**src/design/ctbx_regs.svh**
```systemverilog
// Constants for the transfer, bit and control execution block.
// Assumes inclusion from the core module, the checker and the bench only.
`ifndef CTBX_REGS_SVH
`define CTBX_REGS_SVH
`define CTBX_ADDR_CTRL 32'h0000_0000
`define CTBX_ADDR_INSN 32'h0000_0004
`define CTBX_ADDR_OPS 32'h0000_0008
`define CTBX_ADDR_FLAGS 32'h0000_000C
`define CTBX_ADDR_STAT 32'h0000_0010
`define CTBX_ADDR_PTR 32'h0000_0014
`define CTBX_ADDR_RESULT 32'h0000_0018
`define CTBX_ADDR_MEMOUT 32'h0000_001C
`define CTBX_ADDR_SIDE 32'h0000_0020
`define CTBX_FLAG_C 0
`define CTBX_FLAG_Z 1
`define CTBX_FLAG_N 2
`define CTBX_FLAG_V 3
`define CTBX_FLAG_S 4
`define CTBX_FLAG_H 5
`define CTBX_FLAG_T 6
`define CTBX_FLAG_I 7
`define CTBX_FLAGS_RESET 8'h00
`define CTBX_CYC_ONE 2'h1
`define CTBX_CYC_TWO 2'h2
`define CTBX_CYC_THREE 2'h3
`define CTBX_RESP_OKAY 2'h0
`define CTBX_RESP_SLVERR 2'h2
`endif

```
**src/design/ctbx_pkg.sv**
```systemverilog
// Types for the transfer, bit and control execution block.
// Assumes nothing beyond a SystemVerilog compiler.
package ctbx_pkg;
  // Instruction codes written by software into the instruction register.
  typedef enum logic [4:0] {
    CTBX_OP_ST_PTR = 5'h00,
    CTBX_OP_ST_POSTINC = 5'h01,
    CTBX_OP_ST_PREDEC = 5'h02,
    CTBX_OP_ST_OFFSET = 5'h03,
    CTBX_OP_ST_DIRECT = 5'h04,
    CTBX_OP_LPM_R0 = 5'h05,
    CTBX_OP_LPM_RD = 5'h06,
    CTBX_OP_LPM_POSTINC = 5'h07,
    CTBX_OP_PUSH = 5'h08,
    CTBX_OP_POP = 5'h09,
    CTBX_OP_IO_RAISE = 5'h0A,
    CTBX_OP_IO_DROP = 5'h0B,
    CTBX_OP_ROL = 5'h0C,
    CTBX_OP_ROR = 5'h0D,
    CTBX_OP_BIT_TO_T = 5'h0E,
    CTBX_OP_T_TO_BIT = 5'h0F,
    CTBX_OP_V_RAISE = 5'h10,
    CTBX_OP_V_DROP = 5'h11,
    CTBX_OP_S_RAISE = 5'h12,
    CTBX_OP_S_DROP = 5'h13,
    CTBX_OP_H_DROP = 5'h14,
    CTBX_OP_T_RAISE = 5'h15,
    CTBX_OP_T_DROP = 5'h16,
    CTBX_OP_SLEEP = 5'h17,
    CTBX_OP_WDR = 5'h18,
    CTBX_OP_BREAK = 5'h19,
    CTBX_OP_IN = 5'h1A,
    CTBX_OP_OUT = 5'h1B,
    CTBX_OP_SWAP = 5'h1C,
    CTBX_OP_NOP = 5'h1D
  } ctbx_op_t;

  // Execution sequencer states.
  typedef enum logic [1:0] {
    CTBX_ST_IDLE = 2'b00,
    CTBX_ST_EXEC = 2'b01,
    CTBX_ST_HALT = 2'b10
  } ctbx_state_t;
endpackage

```
**src/design/ctbx_core.sv**
```systemverilog
// Execution engine for stores, program loads, stack, I/O bit, rotate, T-flag and control instructions.
// Assumes software issues instructions over AXI4-Lite and outside memories answer within one cycle.
`include "ctbx_regs.svh"

// Notes on behaviour
// - Post-increment store writes source at pointer, then pointer plus one; two cycles.
// - Pre-decrement store subtracts one first, writes at new address; two cycles.
// - Offset store writes at Y or Z plus displacement, pointer kept; two cycles.
// - Direct store writes at address from operand word; two cycles, no flags.
// - Program load reads byte at Z into r0 or register; post-inc bumps Z; three cycles.
// - Push places register on stack, pop takes top; two cycles each, no flags.
// - I/O bit raise or drop forces one bit, others intact; two cycles.
// - Rotate left through carry; updates Z, C, N, V in one cycle.
// - Rotate right through carry; updates Z, C, N, V in one cycle.
// - Bit to T copies a register bit into T only; one cycle.
// - T to bit copies T into a register bit; no flags; one cycle.
// - Overflow raise or drop touches only V; one cycle.
// - Sign raise or drop touches only S; one cycle.
// - Half-carry drop clears only H; one cycle.
// - T raise or drop sets or clears only T; one cycle.
// - Sleep gives a one-cycle request to power management; no flags.
// - Watchdog kick gives a one-cycle restart pulse; no flags.
// - Break signals debug logic to halt, only when debugging is enabled.
module ctbx_core (
  // Clock and reset.
  input wire logic aclk,
  input wire logic aresetn,
  // AXI4-Lite write address and data.
  input wire logic [31:0] s_axi_awaddr,
  input wire logic s_axi_awvalid,
  output logic s_axi_awready,
  input wire logic [31:0] s_axi_wdata,
  input wire logic [3:0] s_axi_wstrb,
  input wire logic s_axi_wvalid,
  output logic s_axi_wready,
  // AXI4-Lite write response.
  output logic [1:0] s_axi_bresp,
  output logic s_axi_bvalid,
  input wire logic s_axi_bready,
  // AXI4-Lite read.
  input wire logic [31:0] s_axi_araddr,
  input wire logic s_axi_arvalid,
  output logic s_axi_arready,
  output logic [31:0] s_axi_rdata,
  output logic [1:0] s_axi_rresp,
  output logic s_axi_rvalid,
  input wire logic s_axi_rready,
  // Data memory, stack and I/O read and write port.
  output logic mem_we,
  output logic [15:0] mem_addr,
  output logic [7:0] mem_wdata,
  input wire logic [7:0] mem_rdata,
  output logic io_we,
  output logic [5:0] io_addr,
  output logic [7:0] io_wdata,
  input wire logic [7:0] io_rdata,
  // Program memory read port.
  output logic [15:0] code_addr,
  input wire logic [7:0] code_rdata,
  // Side-band control.
  output logic sleep_req,
  output logic wdt_restart,
  output logic debug_halt,
  input wire logic debug_enable
);
  ctbx_pkg::ctbx_state_t state_reg;
  logic [1:0] aw_wait_reg;
  logic [31:0] awaddr_reg;
  logic [31:0] wdata_reg;
  logic [3:0] wstrb_reg;
  logic wr_go;
  logic [31:0] wdat;
  logic [4:0] op_reg;
  logic [7:0] src_reg;
  logic [2:0] bit_reg;
  logic [5:0] disp_reg;
  logic [15:0] ptr_reg;
  logic [15:0] direct_reg;
  logic [15:0] sp_reg;
  logic [7:0] flags_reg;
  logic [7:0] result_reg;
  logic [4:0] dest_reg;
  logic [1:0] cyc_reg;
  logic [1:0] cyc_len;
  logic start;
  logic done;
  logic dbg_en_meta;
  logic dbg_en_sync;
  logic [7:0] rot_val;

  // Number of cycles each instruction occupies.
  function automatic logic [1:0] ctbx_len(input logic [4:0] op);
    ctbx_pkg::ctbx_op_t o;
    o = ctbx_pkg::ctbx_op_t'(op);
    unique case (o)
      ctbx_pkg::CTBX_OP_ST_PTR, ctbx_pkg::CTBX_OP_ST_POSTINC, ctbx_pkg::CTBX_OP_ST_PREDEC,
      ctbx_pkg::CTBX_OP_ST_OFFSET, ctbx_pkg::CTBX_OP_ST_DIRECT, ctbx_pkg::CTBX_OP_PUSH,
      ctbx_pkg::CTBX_OP_POP, ctbx_pkg::CTBX_OP_IO_RAISE, ctbx_pkg::CTBX_OP_IO_DROP:
        ctbx_len = `CTBX_CYC_TWO;
      ctbx_pkg::CTBX_OP_LPM_R0, ctbx_pkg::CTBX_OP_LPM_RD, ctbx_pkg::CTBX_OP_LPM_POSTINC:
        ctbx_len = `CTBX_CYC_THREE;
      default:
        ctbx_len = `CTBX_CYC_ONE;
    endcase
  endfunction

  // Debug enable comes from the debug domain, so it is synchronised first.
  always_ff @(posedge aclk) begin
    if (!aresetn) begin
      dbg_en_meta <= 1'b0;
      dbg_en_sync <= 1'b0;
    end else begin
      dbg_en_meta <= debug_enable;
      dbg_en_sync <= dbg_en_meta;
    end
  end

  // Write channel: address and data are caught in either order, response follows both.
  assign s_axi_awready = !aw_wait_reg[0] && !s_axi_bvalid;
  assign s_axi_wready = !aw_wait_reg[1] && !s_axi_bvalid;
  assign wr_go = (aw_wait_reg[0] || (s_axi_awvalid && s_axi_awready)) &&
                 (aw_wait_reg[1] || (s_axi_wvalid && s_axi_wready));
  always_ff @(posedge aclk) begin
    if (!aresetn) begin
      aw_wait_reg <= 2'h0;
      awaddr_reg <= 32'h0000_0000;
      wdata_reg <= 32'h0000_0000;
      wstrb_reg <= 4'h0;
      s_axi_bvalid <= 1'b0;
      s_axi_bresp <= `CTBX_RESP_OKAY;
    end else begin
      if (s_axi_awvalid && s_axi_awready) begin
        awaddr_reg <= s_axi_awaddr;
      end
      if (s_axi_wvalid && s_axi_wready) begin
        wdata_reg <= s_axi_wdata;
        wstrb_reg <= s_axi_wstrb;
      end
      if (wr_go) begin
        aw_wait_reg <= 2'h0;
        s_axi_bvalid <= 1'b1;
      end else begin
        if (s_axi_awvalid && s_axi_awready) begin
          aw_wait_reg[0] <= 1'b1;
        end
        if (s_axi_wvalid && s_axi_wready) begin
          aw_wait_reg[1] <= 1'b1;
        end
        if (s_axi_bready) begin
          s_axi_bvalid <= 1'b0;
        end
      end
      if (wr_go) begin
        s_axi_bresp <= (wr_addr() <= `CTBX_ADDR_SIDE) ? `CTBX_RESP_OKAY : `CTBX_RESP_SLVERR;
      end
    end
  end

  // Address and data as seen in the cycle the write completes.
  function automatic logic [31:0] wr_addr();
    wr_addr = aw_wait_reg[0] ? awaddr_reg : s_axi_awaddr;
  endfunction
  assign wdat = aw_wait_reg[1] ? wdata_reg : s_axi_wdata;

  // A write with bit 0 set to the control word while idle starts the loaded instruction.
  assign start = wr_go && (wr_addr() == `CTBX_ADDR_CTRL) && wdat[0] && (state_reg == ctbx_pkg::CTBX_ST_IDLE);
  assign cyc_len = ctbx_len(op_reg);
  assign done = (state_reg == ctbx_pkg::CTBX_ST_EXEC) && (cyc_reg == cyc_len);

  // Operand registers; writes while busy are ignored so operands stay stable.
  always_ff @(posedge aclk) begin
    if (!aresetn) begin
      op_reg <= 5'h1D;
      src_reg <= 8'h00;
      bit_reg <= 3'h0;
      disp_reg <= 6'h00;
      dest_reg <= 5'h00;
      direct_reg <= 16'h0000;
    end else if (wr_go && state_reg == ctbx_pkg::CTBX_ST_IDLE) begin
      if (wr_addr() == `CTBX_ADDR_INSN) begin
        op_reg <= wdat[4:0];
        dest_reg <= wdat[12:8];
        bit_reg <= wdat[18:16];
        disp_reg <= wdat[29:24];
      end
      if (wr_addr() == `CTBX_ADDR_OPS) begin
        src_reg <= wdat[7:0];
        direct_reg <= wdat[31:16];
      end
    end
  end

  // Sequencer: counts cycles of the running instruction; break parks in halt while debugging is enabled.
  always_ff @(posedge aclk) begin
    if (!aresetn) begin
      state_reg <= ctbx_pkg::CTBX_ST_IDLE;
      cyc_reg <= 2'h0;
    end else begin
      unique case (state_reg)
        ctbx_pkg::CTBX_ST_IDLE: begin
          if (start) begin
            state_reg <= ctbx_pkg::CTBX_ST_EXEC;
            cyc_reg <= `CTBX_CYC_ONE;
          end
        end
        ctbx_pkg::CTBX_ST_EXEC: begin
          if (done) begin
            state_reg <= (op_reg == ctbx_pkg::CTBX_OP_BREAK && dbg_en_sync) ?
                         ctbx_pkg::CTBX_ST_HALT : ctbx_pkg::CTBX_ST_IDLE;
          end else begin
            cyc_reg <= cyc_reg + 2'h1;
          end
        end
        ctbx_pkg::CTBX_ST_HALT: begin
          if (!dbg_en_sync) begin
            state_reg <= ctbx_pkg::CTBX_ST_IDLE;
          end
        end
        default: state_reg <= ctbx_pkg::CTBX_ST_IDLE;
      endcase
    end
  end

  assign debug_halt = (state_reg == ctbx_pkg::CTBX_ST_HALT);
  assign rot_val = (op_reg == ctbx_pkg::CTBX_OP_ROL) ? {src_reg[6:0], flags_reg[`CTBX_FLAG_C]} :
                   {flags_reg[`CTBX_FLAG_C], src_reg[7:1]};

  // Memory, stack, I/O and program ports act in the last cycle of their instruction.
  always_comb begin
    mem_we = 1'b0;
    mem_addr = ptr_reg;
    mem_wdata = src_reg;
    io_we = 1'b0;
    io_addr = disp_reg;
    io_wdata = src_reg;
    code_addr = ptr_reg;
    if (state_reg == ctbx_pkg::CTBX_ST_EXEC) begin
      unique case (ctbx_pkg::ctbx_op_t'(op_reg))
        ctbx_pkg::CTBX_OP_ST_PTR, ctbx_pkg::CTBX_OP_ST_POSTINC: mem_we = done;
        ctbx_pkg::CTBX_OP_ST_PREDEC: begin
          mem_addr = ptr_reg - 16'h0001;
          mem_we = done;
        end
        ctbx_pkg::CTBX_OP_ST_OFFSET: begin
          mem_addr = ptr_reg + {10'h000, disp_reg};
          mem_we = done;
        end
        ctbx_pkg::CTBX_OP_ST_DIRECT: begin
          mem_addr = direct_reg;
          mem_we = done;
        end
        ctbx_pkg::CTBX_OP_PUSH: begin
          mem_addr = sp_reg;
          mem_we = done;
        end
        ctbx_pkg::CTBX_OP_POP: mem_addr = sp_reg + 16'h0001;
        ctbx_pkg::CTBX_OP_IO_RAISE: begin
          io_wdata = io_rdata | (8'h01 << bit_reg);
          io_we = done;
        end
        ctbx_pkg::CTBX_OP_IO_DROP: begin
          io_wdata = io_rdata & ~(8'h01 << bit_reg);
          io_we = done;
        end
        ctbx_pkg::CTBX_OP_OUT: io_we = done;
        default: mem_we = 1'b0;
      endcase
    end
  end

  // Pointer and stack pointer updates; software may preload the pointer while idle.
  always_ff @(posedge aclk) begin
    if (!aresetn) begin
      ptr_reg <= 16'h0000;
      sp_reg <= 16'hFFFF;
    end else if (wr_go && state_reg == ctbx_pkg::CTBX_ST_IDLE && wr_addr() == `CTBX_ADDR_PTR) begin
      ptr_reg <= wdat[15:0];
      sp_reg <= wdat[31:16];
    end else if (done) begin
      unique case (ctbx_pkg::ctbx_op_t'(op_reg))
        ctbx_pkg::CTBX_OP_ST_POSTINC, ctbx_pkg::CTBX_OP_LPM_POSTINC: ptr_reg <= ptr_reg + 16'h0001;
        ctbx_pkg::CTBX_OP_ST_PREDEC: ptr_reg <= ptr_reg - 16'h0001;
        ctbx_pkg::CTBX_OP_PUSH: sp_reg <= sp_reg - 16'h0001;
        ctbx_pkg::CTBX_OP_POP: sp_reg <= sp_reg + 16'h0001;
        default: ptr_reg <= ptr_reg;
      endcase
    end
  end

  // Register result and its destination index (r0 for the no-operand program load).
  always_ff @(posedge aclk) begin
    if (!aresetn) begin
      result_reg <= 8'h00;
    end else if (done) begin
      unique case (ctbx_pkg::ctbx_op_t'(op_reg))
        ctbx_pkg::CTBX_OP_LPM_R0, ctbx_pkg::CTBX_OP_LPM_RD,
        ctbx_pkg::CTBX_OP_LPM_POSTINC: result_reg <= code_rdata;
        ctbx_pkg::CTBX_OP_POP: result_reg <= mem_rdata;
        ctbx_pkg::CTBX_OP_ROL, ctbx_pkg::CTBX_OP_ROR: result_reg <= rot_val;
        ctbx_pkg::CTBX_OP_T_TO_BIT: begin
          result_reg <= src_reg;
          result_reg[bit_reg] <= flags_reg[`CTBX_FLAG_T];
        end
        ctbx_pkg::CTBX_OP_IN: result_reg <= io_rdata;
        ctbx_pkg::CTBX_OP_SWAP: result_reg <= {src_reg[3:0], src_reg[7:4]};
        default: result_reg <= result_reg;
      endcase
    end
  end

  // Status flags; every instruction not listed leaves them alone.
  always_ff @(posedge aclk) begin
    if (!aresetn) begin
      flags_reg <= `CTBX_FLAGS_RESET;
    end else if (wr_go && state_reg == ctbx_pkg::CTBX_ST_IDLE && wr_addr() == `CTBX_ADDR_FLAGS) begin
      flags_reg <= wdat[7:0];
    end else if (done) begin
      unique case (ctbx_pkg::ctbx_op_t'(op_reg))
        ctbx_pkg::CTBX_OP_ROL, ctbx_pkg::CTBX_OP_ROR: begin
          flags_reg[`CTBX_FLAG_C] <= (op_reg == ctbx_pkg::CTBX_OP_ROL) ? src_reg[7] : src_reg[0];
          flags_reg[`CTBX_FLAG_Z] <= (rot_val == 8'h00);
          flags_reg[`CTBX_FLAG_N] <= rot_val[7];
          flags_reg[`CTBX_FLAG_V] <= rot_val[7] ^ ((op_reg == ctbx_pkg::CTBX_OP_ROL) ? src_reg[7] : src_reg[0]);
        end
        ctbx_pkg::CTBX_OP_BIT_TO_T: flags_reg[`CTBX_FLAG_T] <= src_reg[bit_reg];
        ctbx_pkg::CTBX_OP_V_RAISE: flags_reg[`CTBX_FLAG_V] <= 1'b1;
        ctbx_pkg::CTBX_OP_V_DROP: flags_reg[`CTBX_FLAG_V] <= 1'b0;
        ctbx_pkg::CTBX_OP_S_RAISE: flags_reg[`CTBX_FLAG_S] <= 1'b1;
        ctbx_pkg::CTBX_OP_S_DROP: flags_reg[`CTBX_FLAG_S] <= 1'b0;
        ctbx_pkg::CTBX_OP_H_DROP: flags_reg[`CTBX_FLAG_H] <= 1'b0;
        ctbx_pkg::CTBX_OP_T_RAISE: flags_reg[`CTBX_FLAG_T] <= 1'b1;
        ctbx_pkg::CTBX_OP_T_DROP: flags_reg[`CTBX_FLAG_T] <= 1'b0;
        default: flags_reg <= flags_reg;
      endcase
    end
  end

  // Side-band pulses last exactly the single execution cycle.
  assign sleep_req = done && (op_reg == ctbx_pkg::CTBX_OP_SLEEP);
  assign wdt_restart = done && (op_reg == ctbx_pkg::CTBX_OP_WDR);

  // Read channel: one read at a time, answered one cycle after the address is taken.
  assign s_axi_arready = !s_axi_rvalid;
  always_ff @(posedge aclk) begin
    if (!aresetn) begin
      s_axi_rvalid <= 1'b0;
      s_axi_rdata <= 32'h0000_0000;
      s_axi_rresp <= `CTBX_RESP_OKAY;
    end else if (s_axi_arvalid && s_axi_arready) begin
      s_axi_rvalid <= 1'b1;
      s_axi_rresp <= `CTBX_RESP_OKAY;
      unique case (s_axi_araddr)
        `CTBX_ADDR_CTRL: s_axi_rdata <= 32'h0000_0000;
        `CTBX_ADDR_INSN: s_axi_rdata <= {2'h0, disp_reg, 5'h00, bit_reg, 3'h0, dest_reg, 3'h0, op_reg};
        `CTBX_ADDR_OPS: s_axi_rdata <= {direct_reg, 8'h00, src_reg};
        `CTBX_ADDR_FLAGS: s_axi_rdata <= {24'h000000, flags_reg};
        `CTBX_ADDR_STAT: s_axi_rdata <= {28'h0000000, cyc_reg, state_reg};
        `CTBX_ADDR_PTR: s_axi_rdata <= {sp_reg, ptr_reg};
        `CTBX_ADDR_RESULT: s_axi_rdata <= {19'h00000, (op_reg == ctbx_pkg::CTBX_OP_LPM_R0) ? 5'h00 : dest_reg,
                                           result_reg};
        `CTBX_ADDR_MEMOUT: s_axi_rdata <= {mem_wdata, mem_addr, 8'h00};
        `CTBX_ADDR_SIDE: s_axi_rdata <= {29'h00000000, debug_halt, dbg_en_sync, 1'b0};
        default: begin
          s_axi_rdata <= 32'h0000_0000;
          s_axi_rresp <= `CTBX_RESP_SLVERR;
        end
      endcase
    end else if (s_axi_rready) begin
      s_axi_rvalid <= 1'b0;
    end
  end
endmodule

```
**config.mk**
```make
export PLATFORM = sky130hd
export DESIGN_NAME = ctbx_core
export DESIGN_NICKNAME = d
export VERILOG_FILES = /design/src/design/ctbx_pkg.sv /design/src/design/ctbx_core.sv
export VERILOG_INCLUDE_DIRS = /design/src /design/src/design
export SDC_FILE = /design/constraint.sdc
export NUM_CORES = 1
export LEC_CHECK = 0
export BUFFER_PORTS_ARGS = -buffer_cell sky130_fd_sc_hd__buf_4
export CORE_MARGIN = 2
export CORE_UTILIZATION = 29
export CTS_CLUSTER_SIZE = 10
export DETAILED_ROUTE_END_ITERATION = 10
export PLACE_DENSITY_LB_ADDON = 0.05
export SETUP_SLACK_MARGIN = 0.1
export SLEW_MARGIN = 20
export SYNTH_ARGS = -nofsm -noshare
export SYNTH_HDL_FRONTEND = slang
export SYNTH_SLANG_ARGS = --single-unit
```
**constraint.sdc**
```tcl
create_clock -name aclk -period 2.55 [get_ports aclk]
set_input_delay 0.3825 -clock aclk [delete_from_list [all_inputs] [get_ports aclk]]
set_output_delay 0.3825 -clock aclk [all_outputs]
set_load 0.02 [all_outputs]
```
# Word-level counts from Yosys, hierarchy flattened
# Memory sizes are Yosys's and may differ from the RTL's. A register that Yosys moved wholly into a read port is not among the register bits.
# Index checks and enable logic that the tools add are counted.
totals:
  ff_bits: 201
  mem_count: 1
  romBits: 32
  wordCells: 200
  input_bits: 132
memory_table:
  columns: ["memory", "words", "word_bits", "read_ports", "rd_ports_with_merged_regs", "write_ports", "line", "rtl"]
  rows:
  - ["(no name shown)", 16, 2, 1, 1, 0, "ctbx_core.sv:95", "unique case (o)"]
op_classes:
  magnitude_cmp: 3
  shift: 1
  add_sub_neg: 6
  n_reduce_logical: 60
  bitwise_logic: 5
  eq_ne: 47
  n_mux: 49
ops:
  columns: ["operator", "count"]
  rows:
  - ["$pmux W32 S8", 1]
  - ["$eq A32 B5 Y1 const B", 5]
  - ["$eq A32 B4 Y1 const B", 4]
  - ["$mux W16", 5]
  - ["$pmux W16 S5", 1]
  - ["$eq A5 B5 Y1 const B", 13]
  - ["$eq A32 B3 Y1 const B", 2]
  - ["$logic_not A32 Y1", 2]
  - ["$mux W32", 2]
  - ["$pmux W16 S2", 2]
  - ["$pmux W8 S6", 1]
  - ["$eq A5 B4 Y1 const B", 8]
  - ["$add A16 B1 Y16 const B", 2]
  - ["$eq A32 B6 Y1 const B", 1]
  - ["$le A32 B6 Y1 const B", 1]
  - ["$sub A16 B1 Y16 const B", 2]
  - ["$mux W8", 3]
  - ["$eq A5 B3 Y1 const B", 4]
  - ["$reduce_and A2 Y1", 10]
  - ["$logic_and A1 B1 Y1", 17]
  - ["$add A16 B6 Y16", 1]
  - ["$mux W2", 8]
  - ["$pmux W8 S2", 1]
  - ["$reduce_bool A2 Y1", 7]
  - ["40 further kinds", 68]

# Depth between registers and ports, before layout
depth:
  depth_word: 10
  mapped_depth: 10
  mapped_depth_nobuf: 9

# Least setup slack after synthesis
# OpenSTA, ideal clock, no wires.
synth_timing:
  path_type: "register -> register"
  from: "register ptr_reg[0] (netlist: code_addr[0])"
  to: "register s_axi_rdata[20]"
  setup_slack_ps: -351
  path_stages_with_launch: 11
  required_time_ps: 2428
  t_arrival_ps: 2779
  setup_time_ps: 122
  period_less_slack_ps: 2901
  cell_sequence: "dfxtp_1 -> ha_1 -> fa_1 -> a211oi_1 -> o21ai_1 -> and2_1 -> clkbuf_1 -> a31oi_1 -> a211oi_1 -> o32a_1 -> a221o_1"
synth_via:
  elab_chain_len: 4
  word_cells_on_any_way: 5
  classes_between: "add/sub: 2; mux: 3"
synth_lines:
  columns: ["element", "line", "rtl"]
  rows:
  - ["start: declaration", "ctbx_core.sv:77", "logic [15:0] ptr_reg;"]
  - ["start signal: assignment", "ctbx_core.sv:277", "ptr_reg <= wdat[15:0];"]
  - ["start signal: assignment", "ctbx_core.sv:281", "ctbx_pkg::CTBX_OP_ST_POSTINC, ctbx_pkg::CTBX_OP_LPM_POSTINC: ptr_reg <= ptr_reg + 16'h0001;"]
  - ["start signal: assignment", "ctbx_core.sv:282", "ctbx_pkg::CTBX_OP_ST_PREDEC: ptr_reg <= ptr_reg - 16'h0001;"]
  - ["$add A16 B6 Y16 or $sub A16 B1 Y16 (tied branches)", "ctbx_core.sv:245, ctbx_core.sv:241", null]
  - ["$pmux W16 S5 (*)", "ctbx_core.sv:238", "unique case (ctbx_pkg::ctbx_op_t'(op_reg))"]
  - ["$mux W16 (*)", "ctbx_core.sv:237", "if (state_reg == ctbx_pkg::CTBX_ST_EXEC) begin"]
  - ["via mem_addr[12]", "ctbx_core.sv:50", "output logic [15:0] mem_addr,"]
  - ["$pmux W32 S8 (*)", "ctbx_core.sv:352", "unique case (s_axi_araddr)"]
  - ["end signal: assignment", "ctbx_core.sv:354", "`CTBX_ADDR_INSN: s_axi_rdata <= {2'h0, disp_reg, 5'h00, bit_reg, 3'h0, dest_reg, 3'h0, op_reg};"]
  - ["end signal: assignment", "ctbx_core.sv:355", "`CTBX_ADDR_OPS: s_axi_rdata <= {direct_reg, 8'h00, src_reg};"]
  - ["end signal: assignment", "ctbx_core.sv:356", "`CTBX_ADDR_FLAGS: s_axi_rdata <= {24'h000000, flags_reg};"]
  - ["end: declaration", "ctbx_core.sv:44", "output logic [31:0] s_axi_rdata,"]
# The timed path passes the listed nets; every way through them passes the cells marked *.
# A chain may end at the register's enable or synchronous reset.

# Worst setup path in the final report
layout_timing:
  from: "register ptr_reg[0] (netlist: code_addr[0])"
  to: "output mem_addr[8]"
layout_via:
  elab_chain_len: 3
  word_cells_on_any_way: 4
  classes_between: "add/sub: 2; mux: 2"
layout_lines:
  columns: ["element", "line"]
  rows:
  - ["$add A16 B6 Y16 or $sub A16 B1 Y16 (tied branches)", "ctbx_core.sv:245, ctbx_core.sv:241"]
  - ["$pmux W16 S5 (*)", "ctbx_core.sv:238"]
  - ["$mux W16 (*)", "ctbx_core.sv:237"]
  - ["end: declaration", "ctbx_core.sv:50"]
# Every way passes the cells marked *; elsewhere a longest branch is shown, timed or not.

==> summary.md <==
| Metric | Value |
|---|---|
| Run status | `finished with violations` |
| Violated checks | `setup timing` |
| Largest delay contributor family on the critical path | `simple AND/OR/NAND/NOR gates` |
| Initial Utilization | `29.5%` |
| CTS Buf Count | `26` |
| Placed Instances | `between 2000 and 3000` |
| Largest cells by area after synthesis | `dfxtp_1, nand2_1, a21oi_1` |
| Syn avg cell area | `7.60 um^2` |
| #FFs+latches synth | `between 200 and 250` |
| Final Cycle Share | `128%` |
| Synth top area share | `32.5%` |
| FF+latch area | `4060 um^2` |
| PwrDens | `400 nW/um^2` |
| Max H-tree Level | `1` |
| Leak | `7.60 nW` |
| Dpl ws | `-0.229 ns` |
| Hold Crit Class | `input port to register` |
| Warnings from Yosys | `0` |
| DRT Pass-1 Iters | `5` |
| WP data required | `2.17 ns` |
| Io pins | `between 200 and 250` |
| DR iter-0 viols | `1228` |
| Area occupied by multi-input gates | `8940 um^2` |
| Sequential share of the synthesized area | `32.5%` |
| Area Overhead vs Synth | `56.6%` |
| Die height | `approximately 210 um` |
| RePlAce Congestion | `0.917` |
| Setup TNS | `-9.51 ns` |
| Max frequency | `roughly 300 MHz` |
| Worst Path Arrival | `2.87 ns` |
| Via count | `14700` |
| Synth cell count leaders | `nand2_1, dfxtp_1, nor2_1` |
| Crit path cell chain | `inv_4 > ha_4 > or4b_4 > or4_4 > xnor2_2 > a222oi_1 > buf_4 > o21ai_4 > buf_6` |
| Reg2reg setup slack | `-0.38 ns` |
| Fraction of registers with async set or reset after synthesis | `0%` |
| Final std cells w/o fill | `2635` |
| Die ar. | `roughly 44000 um^2` |
| # DRC | `0` |
| Fin worst setup slack | `-0.703 ns` |
| Tot Pwr | `0.00776 W` |
| Clock Skew | `0.0234 ns` |
| TritonCTS clock tree | `yes` |
| VDD IR max | `0.000421 V` |
| Detail Placement HPWL | `46.8 mm` |
| Share of layout cells above drive strength 1 | `40.0%` |
| CTS Buffer Depth | `3` |
| Post-DR wirelength/cell | `between 20 and 25 um` |
| Final nets | `2222` |
| Initial antenna violation count | `0` |
| # setup viols final | `31` |
| Slowest cell on crit path | `or4b_4` |
| Cell Area, Synth | `12400 um^2` |
| DRT Wirelength | `roughly 63 mm` |
| N_diodes | `0` |
| CP startpoint kind | `register` |
| Rel. slew slack | `44.8%` |
| Largest net degree at the start of global routing | `between 100 and 150` |
| Most common cell in the netlist | `nand2_1` |
| Post-synthesis cell count | `1629` |
| Max-cap viol count | `0` |
| Number of flops mapped to enable cells by yosys | `0` |
| Count of cell types in the netlist | `86` |
| CTS Root Cell | `clkbuf_16` |
| Clk slew on worst S/H paths | `about 0.060 ns` |
| Worst Path Buf+Inv | `3` |
| Core box area | `roughly 42000 um^2` |
| CP peak stage delay | `0.49 ns` |
| Worst-Skew Late Latency | `0.56 ns` |
| Post-DRT Antenna Nets | `0` |
| Vias in the first global route | `13800` |
| Critical Path End Type | `primary output` |
| Row count | `75` |
| Vias per cell | `5.59` |
| First-pass GRT wire length | `91.1 mm` |
| Primary FF master, synth | `dfxtp_1` |
| Top Metal Used | `met4` |
| IO buf count | `225` |
| GRT Util Overall | `27.4%` |
| Layout fillers | `4248` |
| Met3 routed WL | `4.65 mm` |
| Worst Tran Pin Value | `0.827 ns` |
| Die span in x | `~210 um` |
| CP Max Fanout | `5` |
| # clock sinks | `201` |
| DR WL met2 | `27.4 mm` |
| Total global routing overflow | `0` |
| Final Max Tran Viols | `0` |
| Critical path class | `register to primary output` |
| RSZ-0062 raised after global routing | `yes` |
| Met1 WL | `29.1 mm` |
| Final Hold Vio Count | `0` |
| Post-synth top area cell | `dfxtp_1` |
| Fin crit period | `3.25 ns` |
[per-stage QoR]
stage / hold WS [ns] / instance area, um^2 / util, %
5_1_grt: 0.0563 / 19400 / 46.1
3_5_place_dp: 0.435 / 16400 / 39.1
6_report: 0.0545 / 19400 / 46.1
3_3_place_gp: 0.438 / 16400 / 39.1
4_1_cts: 0.0387 / 18500 / 43.9
2_1_floorplan: 0.412 / 12500 / -
[layout by cell type (no fill, tap or decap), types with 12 or more instances in the layout]
| cell type | synthesis | routed |
|---|---|---|
| nor2b_1 | 27 | 22 |
| a22oi_1 | 19 | 18 |
| a31oi_1 | 25 | 20 |
| buf_6 | 4 | 78 |
| mux2i_1 | 62 | 59 |
| dfxtp_1 | 201 | 185 |
| a211oi_1 | 35 | 32 |
| buf_12 | 0 | 14 |
| a22o_1 | 19 | 19 |
| o21ai_2 | 0 | 12 |
| nand4_1 | 22 | 22 |
| nor3_1 | 45 | 31 |
| o21ai_1 | 6 | 18 |
| clkbuf_16 | 0 | 28 |
| and2_1 | 19 | 14 |
| buf_4 | 5 | 462 |
| clkbuf_1 | 113 | 12 |
| xnor2_1 | 20 | 18 |
| nand3_1 | 33 | 32 |
| o21ai_0 | 96 | 61 |
| a21oi_1 | 129 | 115 |
| nor2_1 | 134 | 120 |
| nand2_1 | 255 | 238 |
| inv_1 | 25 | 22 |
| mux2_2 | 17 | 16 |
| nor4_1 | 31 | 23 |
| a221oi_1 | 25 | 18 |
| a21oi_2 | 0 | 14 |
[cells by family after synthesis]
logic type | after synthesis | share of synthesized area, %
fa+ha+maj | 12 | 1.25
mux | 80 | 6.74
simple gates | 650 | 25.4
compound gates | 483 | 26.1
buf+inv | 170 | 5.73
other cells | 1 | 0.0303
xor+xnor | 32 | 2.26
flops | 201 | 32.5
[path summary, 6_finish.rpt]
path	start	to	cells after the start
worst max-delay path	code_addr[0]	mem_addr[8]	9
worst min-delay path	debug_enable	dbg_en_meta	2
worst max register to register	code_addr[0]	s_axi_rdata[16]	12
worst min register to register	dbg_en_meta	dbg_en_sync	1
[area by class of cell]
type | count | share of cell area [%]
Tap cell | 539 | 3.48
Timing Repair Buffer | 564 | 24.8
Inverter | 25 | 0.510
Clock inverter | 3 | 0.219
Clock buffer | 42 | 3.93
Sequential cell | 201 | 21.0
Multi-Input combinational cell | 1261 | 46.1
[metal layers]
metal	GRT usage, %	vias to the layer above
li1	-	6883
met1	39.5	7149
met2	41.6	615
met3	4.79	87
met4	7.77	0
met5	0	-
[power by group]
group          total, W  internal, W  switching, W
clock network   0.00358      0.00212       0.00146
registers       0.00328      0.00323     0.0000516
logic          0.000903     0.000380      0.000523
[what timing repair did]
action / in CTS / in global routing
setup buffers: 34 / 29
cloned: 4 / 3
pin swaps: 65 / 101
hold buffers: 1 / 0
endpoints found under the hold margin: 1 / 0
resized for setup: 225 / 169
endpoints found under the setup margin: 58 / 108
Note: power is estimated with default switching activity, not from simulation.
